`config.mk`:
```
export PLATFORM = sky130hd
export DESIGN_NAME = rps_sequencer
export DESIGN_NICKNAME = d
export VERILOG_FILES = /design/src/rps_pkg.sv /design/src/rps_sequencer.sv
export SDC_FILE = /design/constraint.sdc
export NUM_CORES = 1
export LEC_CHECK = 0
export ABC_AREA = 0
export BUFFER_PORTS_ARGS = -buffer_cell sky130_fd_sc_hd__buf_2
export CAP_MARGIN = 40
export CORE_UTILIZATION = 45
export CTS_CLUSTER_DIAMETER = 120
export DETAILED_ROUTE_END_ITERATION = 7
export PLACE_DENSITY = 0.68
export RECOVER_POWER = 100
export SLEW_MARGIN = 15
export SYNTH_ARGS = -nofsm -noshare
export SYNTH_HDL_FRONTEND = slang
export SYNTH_SLANG_ARGS = --single-unit
```
`constraint.sdc`:
```
create_clock -name clk_in -period 1.6 [get_ports clk_in]
set_input_delay 0.16 -clock clk_in [delete_from_list [all_inputs] [get_ports clk_in]]
set_output_delay 0.16 -clock clk_in [all_outputs]
set_load 0.005 [all_outputs]
```
`src/rps_pkg.sv`:
```
// constants for the reset and test-port sequencer
// assumes a single 20 MHz core clock; the clock period and the slow-clock cycle counts below derive from it
package rps_pkg;

  localparam int unsigned CLK_PERIOD_NS     = 50;
  localparam int unsigned RESET_MIN_CYCLES  = 6;
  localparam int unsigned TEST_RESET_EDGES  = 6;
  localparam int unsigned SLOW_MIN_NS       = 740;
  localparam int unsigned SLOW_MAX_NS       = 1600;
  localparam int unsigned SLOW_PERIOD_NS    = 1000;
  localparam int unsigned SLOW_MIN_CYCLES   = (SLOW_MIN_NS + CLK_PERIOD_NS - 1) / CLK_PERIOD_NS;
  localparam int unsigned SLOW_MAX_CYCLES   = SLOW_MAX_NS / CLK_PERIOD_NS;
  localparam int unsigned SLOW_PERIOD_CYC   = SLOW_PERIOD_NS / CLK_PERIOD_NS;
  localparam logic [4:0]  SLOW_HALF_CYCLES  = 5'(SLOW_PERIOD_CYC / 2);
  localparam logic [2:0]  RESET_CNT_MAX     = 3'(RESET_MIN_CYCLES);
  localparam logic [2:0]  TEST_EDGE_MAX     = 3'(TEST_RESET_EDGES);
  localparam logic [2:0]  CNT3_ZERO         = 3'h0;
  localparam logic [2:0]  CNT3_ONE          = 3'h1;
  localparam logic [4:0]  SLOW_CNT_ONE      = 5'h1;

  typedef enum logic [1:0]
  {
    RPS_POWERUP = 2'b00,
    RPS_RESET   = 2'b01,
    RPS_RUN     = 2'b10
  } rps_state_t;

endpackage : rps_pkg

```
`src/rps_sequencer.sv`:
```
// reset, test-port reset and clock-output sequencing for the signal processor
// assumes core-side inputs are on clk_in; pin inputs are synchronised here
// Function
// - power-up reset clears the test controller
// - reset with interrupt zero: pins high impedance
// - reset alone: strobes high, clock output runs
// - above 50 MIPS the PLL is mandatory
// - slow clock output period 0.74 to 1.6 us
module rps_sequencer
(
  input  wire logic clk_in,
  input  wire logic rst_in,
  input  wire logic chip_reset_n_in,
  input  wire logic interrupt_zero_input_in,
  input  wire logic test_clock_in,
  input  wire logic test_mode_select_in,
  input  wire logic test_data_oe_n_in,
  input  wire logic pll_enable_in,
  input  wire logic speed_above_50_in,
  input  wire logic slow_clock_select_in,
  input  wire logic core_rom_enable_in,
  input  wire logic core_ram_high_enable_in,
  input  wire logic core_ram_low_enable_in,
  input  wire logic core_io_enable_in,
  input  wire logic core_device_select_in,
  input  wire logic core_write_strobe_n_in,
  output logic      ext_rom_enable_out,
  output logic      ext_ram_high_enable_out,
  output logic      ext_ram_low_enable_out,
  output logic      io_enable_out,
  output logic      device_select_out,
  output logic      write_strobe_n_out,
  output logic      clock_output_out,
  output logic      pin_oe_n_out,
  output logic      test_data_oe_n_out,
  output logic      test_reset_out,
  output logic      core_reset_out,
  output logic      reset_too_short_out,
  output logic      pll_in_use_out,
  output logic      clock_mode_fault_out
);

  // synchronisers: first stage feeds only the second
  logic tck_s1_reg, tck_s2_reg, tms_s1_reg, tms_s2_reg;
  logic rstn_s1_reg, rstn_s2_reg, interrupt_zero_input_s1_reg, interrupt_zero_input_s2_reg;

  always_ff @(posedge clk_in or posedge rst_in)
  begin
    if (rst_in)
    begin
      tck_s1_reg  <= 1'b0;
      tck_s2_reg  <= 1'b0;
      tms_s1_reg  <= 1'b1;
      tms_s2_reg  <= 1'b1;
      rstn_s1_reg <= 1'b0;
      rstn_s2_reg <= 1'b0;
      interrupt_zero_input_s1_reg <= 1'b0;
      interrupt_zero_input_s2_reg <= 1'b0;
    end
    else
    begin
      tck_s1_reg  <= test_clock_in;
      tck_s2_reg  <= tck_s1_reg;
      tms_s1_reg  <= test_mode_select_in;
      tms_s2_reg  <= tms_s1_reg;
      rstn_s1_reg <= chip_reset_n_in;
      rstn_s2_reg <= rstn_s1_reg;
      interrupt_zero_input_s1_reg <= interrupt_zero_input_in;
      interrupt_zero_input_s2_reg <= interrupt_zero_input_s1_reg;
    end
  end

  rps_pkg::rps_state_t state_reg, state_next;
  logic [2:0] rst_cnt_reg, rst_cnt_next;
  logic [2:0] edge_cnt_reg, edge_cnt_next;
  logic [4:0] slow_cnt_reg, slow_cnt_next;
  logic       tck_prev_reg, tck_prev_next;
  logic       test_reset_next, core_reset_next, short_next;
  logic       clk_out_next, pin_oe_n_next, tdo_oe_n_next;
  logic       rom_next, ramh_next, raml_next, io_next, device_select_out_next, wsn_next;
  logic       pll_next, fault_next;
  logic       chip_reset, tck_rise;

  always_comb
  begin
    chip_reset      = !rstn_s2_reg;
    tck_rise        = tck_s2_reg && !tck_prev_reg;
    tck_prev_next   = tck_s2_reg;
    state_next      = state_reg;
    rst_cnt_next    = rst_cnt_reg;
    short_next      = reset_too_short_out;
    edge_cnt_next   = edge_cnt_reg;
    test_reset_next = test_reset_out;
    // test controller: six rising TCK edges with TMS high enter its reset state
    if (tck_rise)
    begin
      if (tms_s2_reg)
      begin
        if (edge_cnt_reg < rps_pkg::TEST_EDGE_MAX - rps_pkg::CNT3_ONE)
          edge_cnt_next = edge_cnt_reg + rps_pkg::CNT3_ONE;
        else
        begin
          edge_cnt_next   = rps_pkg::TEST_EDGE_MAX;
          test_reset_next = 1'b1;
        end
      end
      else
      begin
        edge_cnt_next   = rps_pkg::CNT3_ZERO;
        test_reset_next = 1'b0;
      end
    end
    // chip reset sequencing; a release before six cycles is ignored
    case (state_reg)
      rps_pkg::RPS_POWERUP:
      begin
        if (chip_reset)
        begin
          state_next   = rps_pkg::RPS_RESET;
          rst_cnt_next = rps_pkg::CNT3_ONE;
        end
      end
      rps_pkg::RPS_RESET:
      begin
        if (chip_reset)
        begin
          if (rst_cnt_reg < rps_pkg::RESET_CNT_MAX)
            rst_cnt_next = rst_cnt_reg + rps_pkg::CNT3_ONE;
        end
        else if (rst_cnt_reg >= rps_pkg::RESET_CNT_MAX)
        begin
          state_next = rps_pkg::RPS_RUN;
          short_next = 1'b0;
        end
        else
        begin
          short_next   = 1'b1;
          rst_cnt_next = rps_pkg::CNT3_ZERO;
        end
      end
      rps_pkg::RPS_RUN:
      begin
        if (chip_reset)
        begin
          state_next   = rps_pkg::RPS_RESET;
          rst_cnt_next = rps_pkg::CNT3_ONE;
        end
      end
      default:
      begin
        state_next   = rps_pkg::RPS_POWERUP;
        rst_cnt_next = rps_pkg::CNT3_ZERO;
      end
    endcase
    core_reset_next = (state_next != rps_pkg::RPS_RUN);
    // direct clock only allowed at low speed
    pll_next   = pll_enable_in || speed_above_50_in;
    fault_next = !pll_enable_in && speed_above_50_in;
    // clock output keeps running through reset; slow mode divides further
    slow_cnt_next = rps_pkg::SLOW_CNT_ONE;
    clk_out_next  = !clock_output_out;
    if (slow_clock_select_in)
    begin
      if (slow_cnt_reg >= rps_pkg::SLOW_HALF_CYCLES)
        slow_cnt_next = rps_pkg::SLOW_CNT_ONE;
      else
      begin
        slow_cnt_next = slow_cnt_reg + rps_pkg::SLOW_CNT_ONE;
        clk_out_next  = clock_output_out;
      end
    end
    pin_oe_n_next = chip_reset && interrupt_zero_input_s2_reg;
    tdo_oe_n_next = test_data_oe_n_in;
    rom_next  = chip_reset || core_rom_enable_in;
    ramh_next = chip_reset || core_ram_high_enable_in;
    raml_next = chip_reset || core_ram_low_enable_in;
    io_next   = chip_reset || core_io_enable_in;
    device_select_out_next = chip_reset || core_device_select_in;
    wsn_next  = chip_reset || core_write_strobe_n_in;
  end

  // power-up reset puts the test controller straight into its reset state
  always_ff @(posedge clk_in or posedge rst_in)
  begin
    if (rst_in)
    begin
      state_reg               <= rps_pkg::RPS_POWERUP;
      rst_cnt_reg             <= 3'h0;
      edge_cnt_reg            <= 3'h0;
      slow_cnt_reg            <= 5'h1;
      tck_prev_reg            <= 1'b0;
      test_reset_out          <= 1'b1;
      core_reset_out          <= 1'b1;
      reset_too_short_out     <= 1'b0;
      clock_output_out        <= 1'b0;
      pin_oe_n_out            <= 1'b1;
      test_data_oe_n_out      <= 1'b1;
      ext_rom_enable_out      <= 1'b1;
      ext_ram_high_enable_out <= 1'b1;
      ext_ram_low_enable_out  <= 1'b1;
      io_enable_out           <= 1'b1;
      device_select_out       <= 1'b1;
      write_strobe_n_out      <= 1'b1;
      pll_in_use_out          <= 1'b0;
      clock_mode_fault_out    <= 1'b0;
    end
    else
    begin
      state_reg               <= state_next;
      rst_cnt_reg             <= rst_cnt_next;
      edge_cnt_reg            <= edge_cnt_next;
      slow_cnt_reg            <= slow_cnt_next;
      tck_prev_reg            <= tck_prev_next;
      test_reset_out          <= test_reset_next;
      core_reset_out          <= core_reset_next;
      reset_too_short_out     <= short_next;
      clock_output_out        <= clk_out_next;
      pin_oe_n_out            <= pin_oe_n_next;
      test_data_oe_n_out      <= tdo_oe_n_next;
      ext_rom_enable_out      <= rom_next;
      ext_ram_high_enable_out <= ramh_next;
      ext_ram_low_enable_out  <= raml_next;
      io_enable_out           <= io_next;
      device_select_out       <= device_select_out_next;
      write_strobe_n_out      <= wsn_next;
      pll_in_use_out          <= pll_next;
      clock_mode_fault_out    <= fault_next;
    end
  end
endmodule : rps_sequencer

```
==> metrics.cfg, run 1 <==
[die]
core-area_mm2=0.00283
die_w_um=57.2
die_area_mm2=0.00328
die_h_um=57.2
start_util_pct=48.5
ioPinCount=30
fp-row-count=19

[setup_path]
required_ns=1.88
r2r_slack_ns=0.008
reg2reg_from=slow_cnt_reg[0]
crit_path_max_incr_delay_ns=0.54
cp_slowest_cell=dfstp_2
crit_path_max_fanout=5
worstSetupStartpoint=slow_cnt_reg[0]
cp-end-kind=register
worstPathArrival_ns=1.88
r2r_cells=5
r2r_end=slow_cnt_reg[0]
crit_end=slow_cnt_reg[0]
path_class=reg -> reg
path_cells=inv_1 > ha_1 > o31ai_2 > nand3b_1 > or2_1
start_kind=register

[clocking]
cts_buffers=5
root_buffer=clkbuf_4
ctsHtreeMaxLevel=2
clk_pin_slew_worst_paths_ns=0.11
clockBufferDepth=2
cts_sinks=36
cts_tree=yes
clk_latency_ns=0.35

[yosys]
synth_seq_cells=36
yosysTopAreaCellShare_pct=41.9
yosys.area.top_type=dfrtp_1
yosysSeqAreaShare_pct=66.8
synth_edf_count=0
async_flop_share_pct=100
yosys-top-cells-area=dfrtp_1, dfstp_2, ha_1
synthesis.area_mm2=0.00137
ys_warn_count=0
synthFlopType=dfrtp_1
syn_avg_cell_area_um2=12.7
synthDistinctLibCells=32
synthCells=108
synth_fp_nets=129

[layout]
regArea_um2=917
fillers=223
largest_reg_flops=5
drive_gt1_share_pct=31.9
final_cell_mix=dfrtp_1, buf_2, dfstp_2, dlygate4sd3_1
nets=180
multiInputGateArea_um2=442
final_cells=191
syn2layout_area_growth_pct=28.4
stdcell_area_mm2=0.00176
n_antenna_cell=0

[global_routing]
track_usage_pct=17.6
grt_pass1_wl_mm=4.26
grt-ovfl-total=0
antenna_found_initial=0
grt_pass1_vias=999
grt_max_degree=37

[sta]
fmax_mhz=628
setup_viol=0
drv_slew=0
skew_ns=0.00505
final.setup.worst_slack_ns=0.00795
fin_crit_sh_pct=99.5
relSlewSlack_pct=44.9
finalCriticalPeriod_ns=1.59
tightest_slew_ns=0.826
hold_viol_final=0

[placement]
portBuffers=29
place_worst_setup_slack_ns=0.0602
place_congestion=0.833
placed_cells=169
post-dp-hpwl_mm=1.59
dpl_cell_area_mm2=0.00157

[power_and_ir_drop]
leakagePower_nw=0.824
ir_worst_vdd_uv=763
power_mw=2.11
power_per_cell_area_mw_per_mm2=1200

[detailed_routing]
first_pass_iters=4
route.detailed.drc=0
finalWirelength_mm=2.62
vias=1002
viasPerCell=5.25
ant_nets=0
wl_per_cell_um=13.7
first_iter_violations=28

[job]
maxCapViolCount=0

[worst_hold_path]
hold_class=in -> reg

[run_status]
outcome=completed

-- worst min path at each step --
| stage | start | to | slack (ns) | cells past startpoint |
|---|---|---|---|---|
| after floorplan | test_data_oe_n_in | test_data_oe_n_out | 0.16 | 0 |
| after global placement | rst_in | pll_in_use_out | 0.27 | 3 |
| after detailed placement | test_mode_select_in | tms_s1_reg | 0.27 | 1 |
| after CTS | core_write_strobe_n_in | write_strobe_n_out | 0.0007 | 2 |
| after global routing | core_device_select_in | device_select_out | 0.04 | 2 |
| final | core_device_select_in | device_select_out | 0.05 | 2 |
-- where the power goes --
| group | internal [mW] | switching (mW) | total, mW |
|---|---|---|---|
| Sequential | 1.05 | 0.120 | 1.17 |
| Clock | 0.217 | 0.309 | 0.526 |
| Combinational | 0.213 | 0.197 | 0.411 |
-- Yosys cell counts, drive strengths merged (2+ instances only) --
| master | number |
|---|---|
| a21o | 2 |
| o31ai | 2 |
| nor2b | 3 |
| or2 | 3 |
| o21ai | 6 |
| xnor2 | 2 |
| dfrtp | 23 |
| xor2 | 2 |
| dfstp | 13 |
| nand2b | 9 |
| nor2 | 6 |
| ha | 5 |
| a21oi | 8 |
| inv | 4 |
| nand2 | 5 |
-- layout make-up --
cell class,count,area share (%)
sequential,36,52.1
timing repair buffer,45,16.1
inverter,4,0.852
clock inverter,2,0.781
clock buffer,6,2.91
tap,31,2.20
multi-input combinational,67,25.1
-- metrics by stage --
stage / TNS (ns) / hold slack (ns) / util, %
6_report: 0 / 0.0480 / 62.3
5_1_grt: -0.0386 / 0.0373 / 62.3
4_1_cts: 0 / 0.000651 / 61.6
3_5_place_dp: 0 / 0.271 / 55.4
3_3_place_gp: 0 / 0.267 / 55.4
2_1_floorplan: 0 / 0.164 / -
-- routing by layer --
metal | part of all wire (%) | up-vias | global-route usage (%)
met5 | 0 | - | 0
met2 | 50 | 38 | 28.4
met4 | 2.4 | 0 | 8.36
li1 | - | 470 | -
met1 | 42 | 485 | 20.2
met3 | 6.0 | 9 | 7.94
-- worst max-delay path, delay by kind of cell (launching register included) --
kind | cells | cell delay (ns)
adder cells (fa/ha/maj) | 1 | 0.20
buffers and inverters | 1 | 0.06
AND/OR/NAND/NOR | 2 | 0.51
AO/OA/AOI/OAI | 1 | 0.22
flip-flops | 1 | 0.54
-- logic make-up after synthesis --
group,synth area share (%)
fa+ha+maj,4.56
other cells,0.273
xor+xnor,2.55
buf+inv,1.37
simple gates,13.7
compound gates,10.8
flops,66.8
-- timing repair --
item | 4_1_cts | 5_1_grt
setup endpoints to repair | 0 | 2
hold buffers | 11 | 2
endpoints found under the hold margin | 33 | 2
gates resized for setup | 0 | 1
setup buffers | 0 | 1
Power figures use the tool's default switching activity.
==> run 2: changes to the inputs <==
--- a/config.mk
+++ b/config.mk
@@ -5,13 +5,14 @@
 export SDC_FILE = /design/constraint.sdc
 export NUM_CORES = 1
 export LEC_CHECK = 0
-export ABC_AREA = 0
 export BUFFER_PORTS_ARGS = -buffer_cell sky130_fd_sc_hd__buf_2
 export CAP_MARGIN = 40
-export CORE_UTILIZATION = 45
+export CELL_PAD_IN_SITES_DETAIL_PLACEMENT = 0
+export CELL_PAD_IN_SITES_GLOBAL_PLACEMENT = 1
+export CORE_UTILIZATION = 41
 export CTS_CLUSTER_DIAMETER = 120
 export DETAILED_ROUTE_END_ITERATION = 7
-export PLACE_DENSITY = 0.68
+export PLACE_DENSITY_LB_ADDON = 0.1
 export RECOVER_POWER = 100
 export SLEW_MARGIN = 15
 export SYNTH_ARGS = -nofsm -noshare
==> metrics.cfg, run 2 (synthesized netlist as in run 1, its figures left out) <==
[sta]
finalCriticalPeriod_ns=1.52
drv_slew=0
final.setup.worst_slack_ns=0.0783
relSlewSlack_pct=44.6
hold_viol_final=0
fmax_mhz=657
setup_viol=0
skew_ns=0.00660
tightest_slew_ns=0.831
fin_crit_sh_pct=95.1

[clocking]
cts_sinks=36
clk_pin_slew_worst_paths_ns=0.10
ctsHtreeMaxLevel=2
clk_latency_ns=0.32
cts_buffers=5
cts_tree=yes
root_buffer=clkbuf_4
clockBufferDepth=2

[placement]
place_worst_setup_slack_ns=0.0525
dpl_cell_area_mm2=0.00159
place_congestion=0.813
post-dp-hpwl_mm=1.58
portBuffers=29

[die]
die_h_um=59.9
ioPinCount=30
die_w_um=59.9
die_area_mm2=0.00358
core-area_mm2=0.00310
fp-row-count=20
start_util_pct=44.2

[global_routing]
grt-ovfl-total=0
grt_pass1_vias=859
grt_pass1_wl_mm=3.63
track_usage_pct=14.7
antenna_found_initial=0
grt_max_degree=37

[setup_path]
path_class=reg -> reg
required_ns=1.86
crit_path_max_fanout=5
cp-end-kind=register
start_kind=register
worstPathArrival_ns=1.78

[layout]
final_cell_mix=dfrtp_1, buf_2, dfstp_2, dlygate4sd3_1, clkbuf_1
fillers=287
syn2layout_area_growth_pct=28.7
nets=178
stdcell_area_mm2=0.00177
n_antenna_cell=0
final_common_cell=dfrtp_1
largest_reg_flops=5
drive_gt1_share_pct=32.3

[detailed_routing]
first_iter_violations=14
finalWirelength_mm=2.35
viasPerCell=4.64
ant_nets=0
route.detailed.drc=0
wl_per_cell_um=11.6
first_pass_iters=4
vias=938

[worst_hold_path]
hold_class=in -> reg

[job]
maxCapViolCount=0

[power_and_ir_drop]
ir_worst_vdd_uv=611
seqPwrFrac_pct=55.8
swShare_pct=28.1
power_switching_mw=0.583
internal_power_mw=1.49
leakagePower_nw=0.804
power.share.clock_pct=24.0
comb_power_share_pct=20.2
power_per_cell_area_mw_per_mm2=1170

[run_status]
outcome=completed

[run 2: area by class of cell]
type	instances	area (µm²)	share of cell area (%)
Inverter	4	15.0	0.850
Multi-Input combinational cell	67	454	25.7
Clock buffer	7	55.1	3.12
Tap cell	44	55.1	3.12
Clock inverter	1	7.51	0.425
Sequential cell	36	917	51.9
Timing Repair Buffer	43	263	14.9
[run 2: worst paths after layout]
path,from,to,slack [ns],depth (start not counted)
max in group asynchronous,rst_in,rst_cnt_reg[2],0.46,4
max,slow_cnt_reg[0],slow_cnt_reg[0],0.08,5
min,core_io_enable_in,io_enable_out,0.02,2
min reg2reg,rstn_s1_reg,rstn_s2_reg,0.36,0
min in group asynchronous,rst_in,slow_cnt_reg[4],0.62,4
max reg2reg,slow_cnt_reg[0],slow_cnt_reg[0],0.08,5
[run 2: timing repair]
action | CTS | global route
hold buffers | 7 | 4
setup buffers | 0 | 0
gates resized for setup | 0 | 4
endpoints found under the hold margin | 29 | 4
endpoints found under the setup margin | 0 | 3
[run 2: through the flow]
stage                     hold slack, ns  power [mW]  cells  setup TNS (ns)  utilization (%)
after CTS                        0.00166        2.10    198               0             55.6
after floorplan                    0.164        1.42    108               0                -
after global routing             0.00162        2.22    202        -0.00102             56.9
after global placement             0.265        1.56    183               0             51.3
after detailed placement           0.266        1.58    183               0             51.3
final                             0.0246        2.07    202               0             56.9
[run 2: power groups by stage]
| stage | sequential [mW] | combinational, mW | clock (mW) |
|---|---|---|---|
| floorplan | 1.17 | 0.257 | 0 |
| global placement | 1.17 | 0.394 | 0 |
| detailed placement | 1.17 | 0.408 | 0 |
| CTS | 1.16 | 0.421 | 0.525 |
| global route | 1.17 | 0.483 | 0.566 |
| finish | 1.16 | 0.419 | 0.497 |
[run 2: worst max-delay path: stages, from the launching register on]
cell      delay (ns)
dfstp_2         0.56
inv_2           0.05
ha_4            0.15
o31ai_2         0.22
nand3b_1        0.20
or2_1           0.27
[run 2: layer usage]
metal	part of all wire, %	up-vias	global-route usage [%]	wire length [µm]
met5	0	-	0	0
met2	54	20	23.2	1270
li1	-	458	-	-
met3	3.9	5	7.14	91
met1	40	455	16.7	948
met4	1.7	0	6.98	39
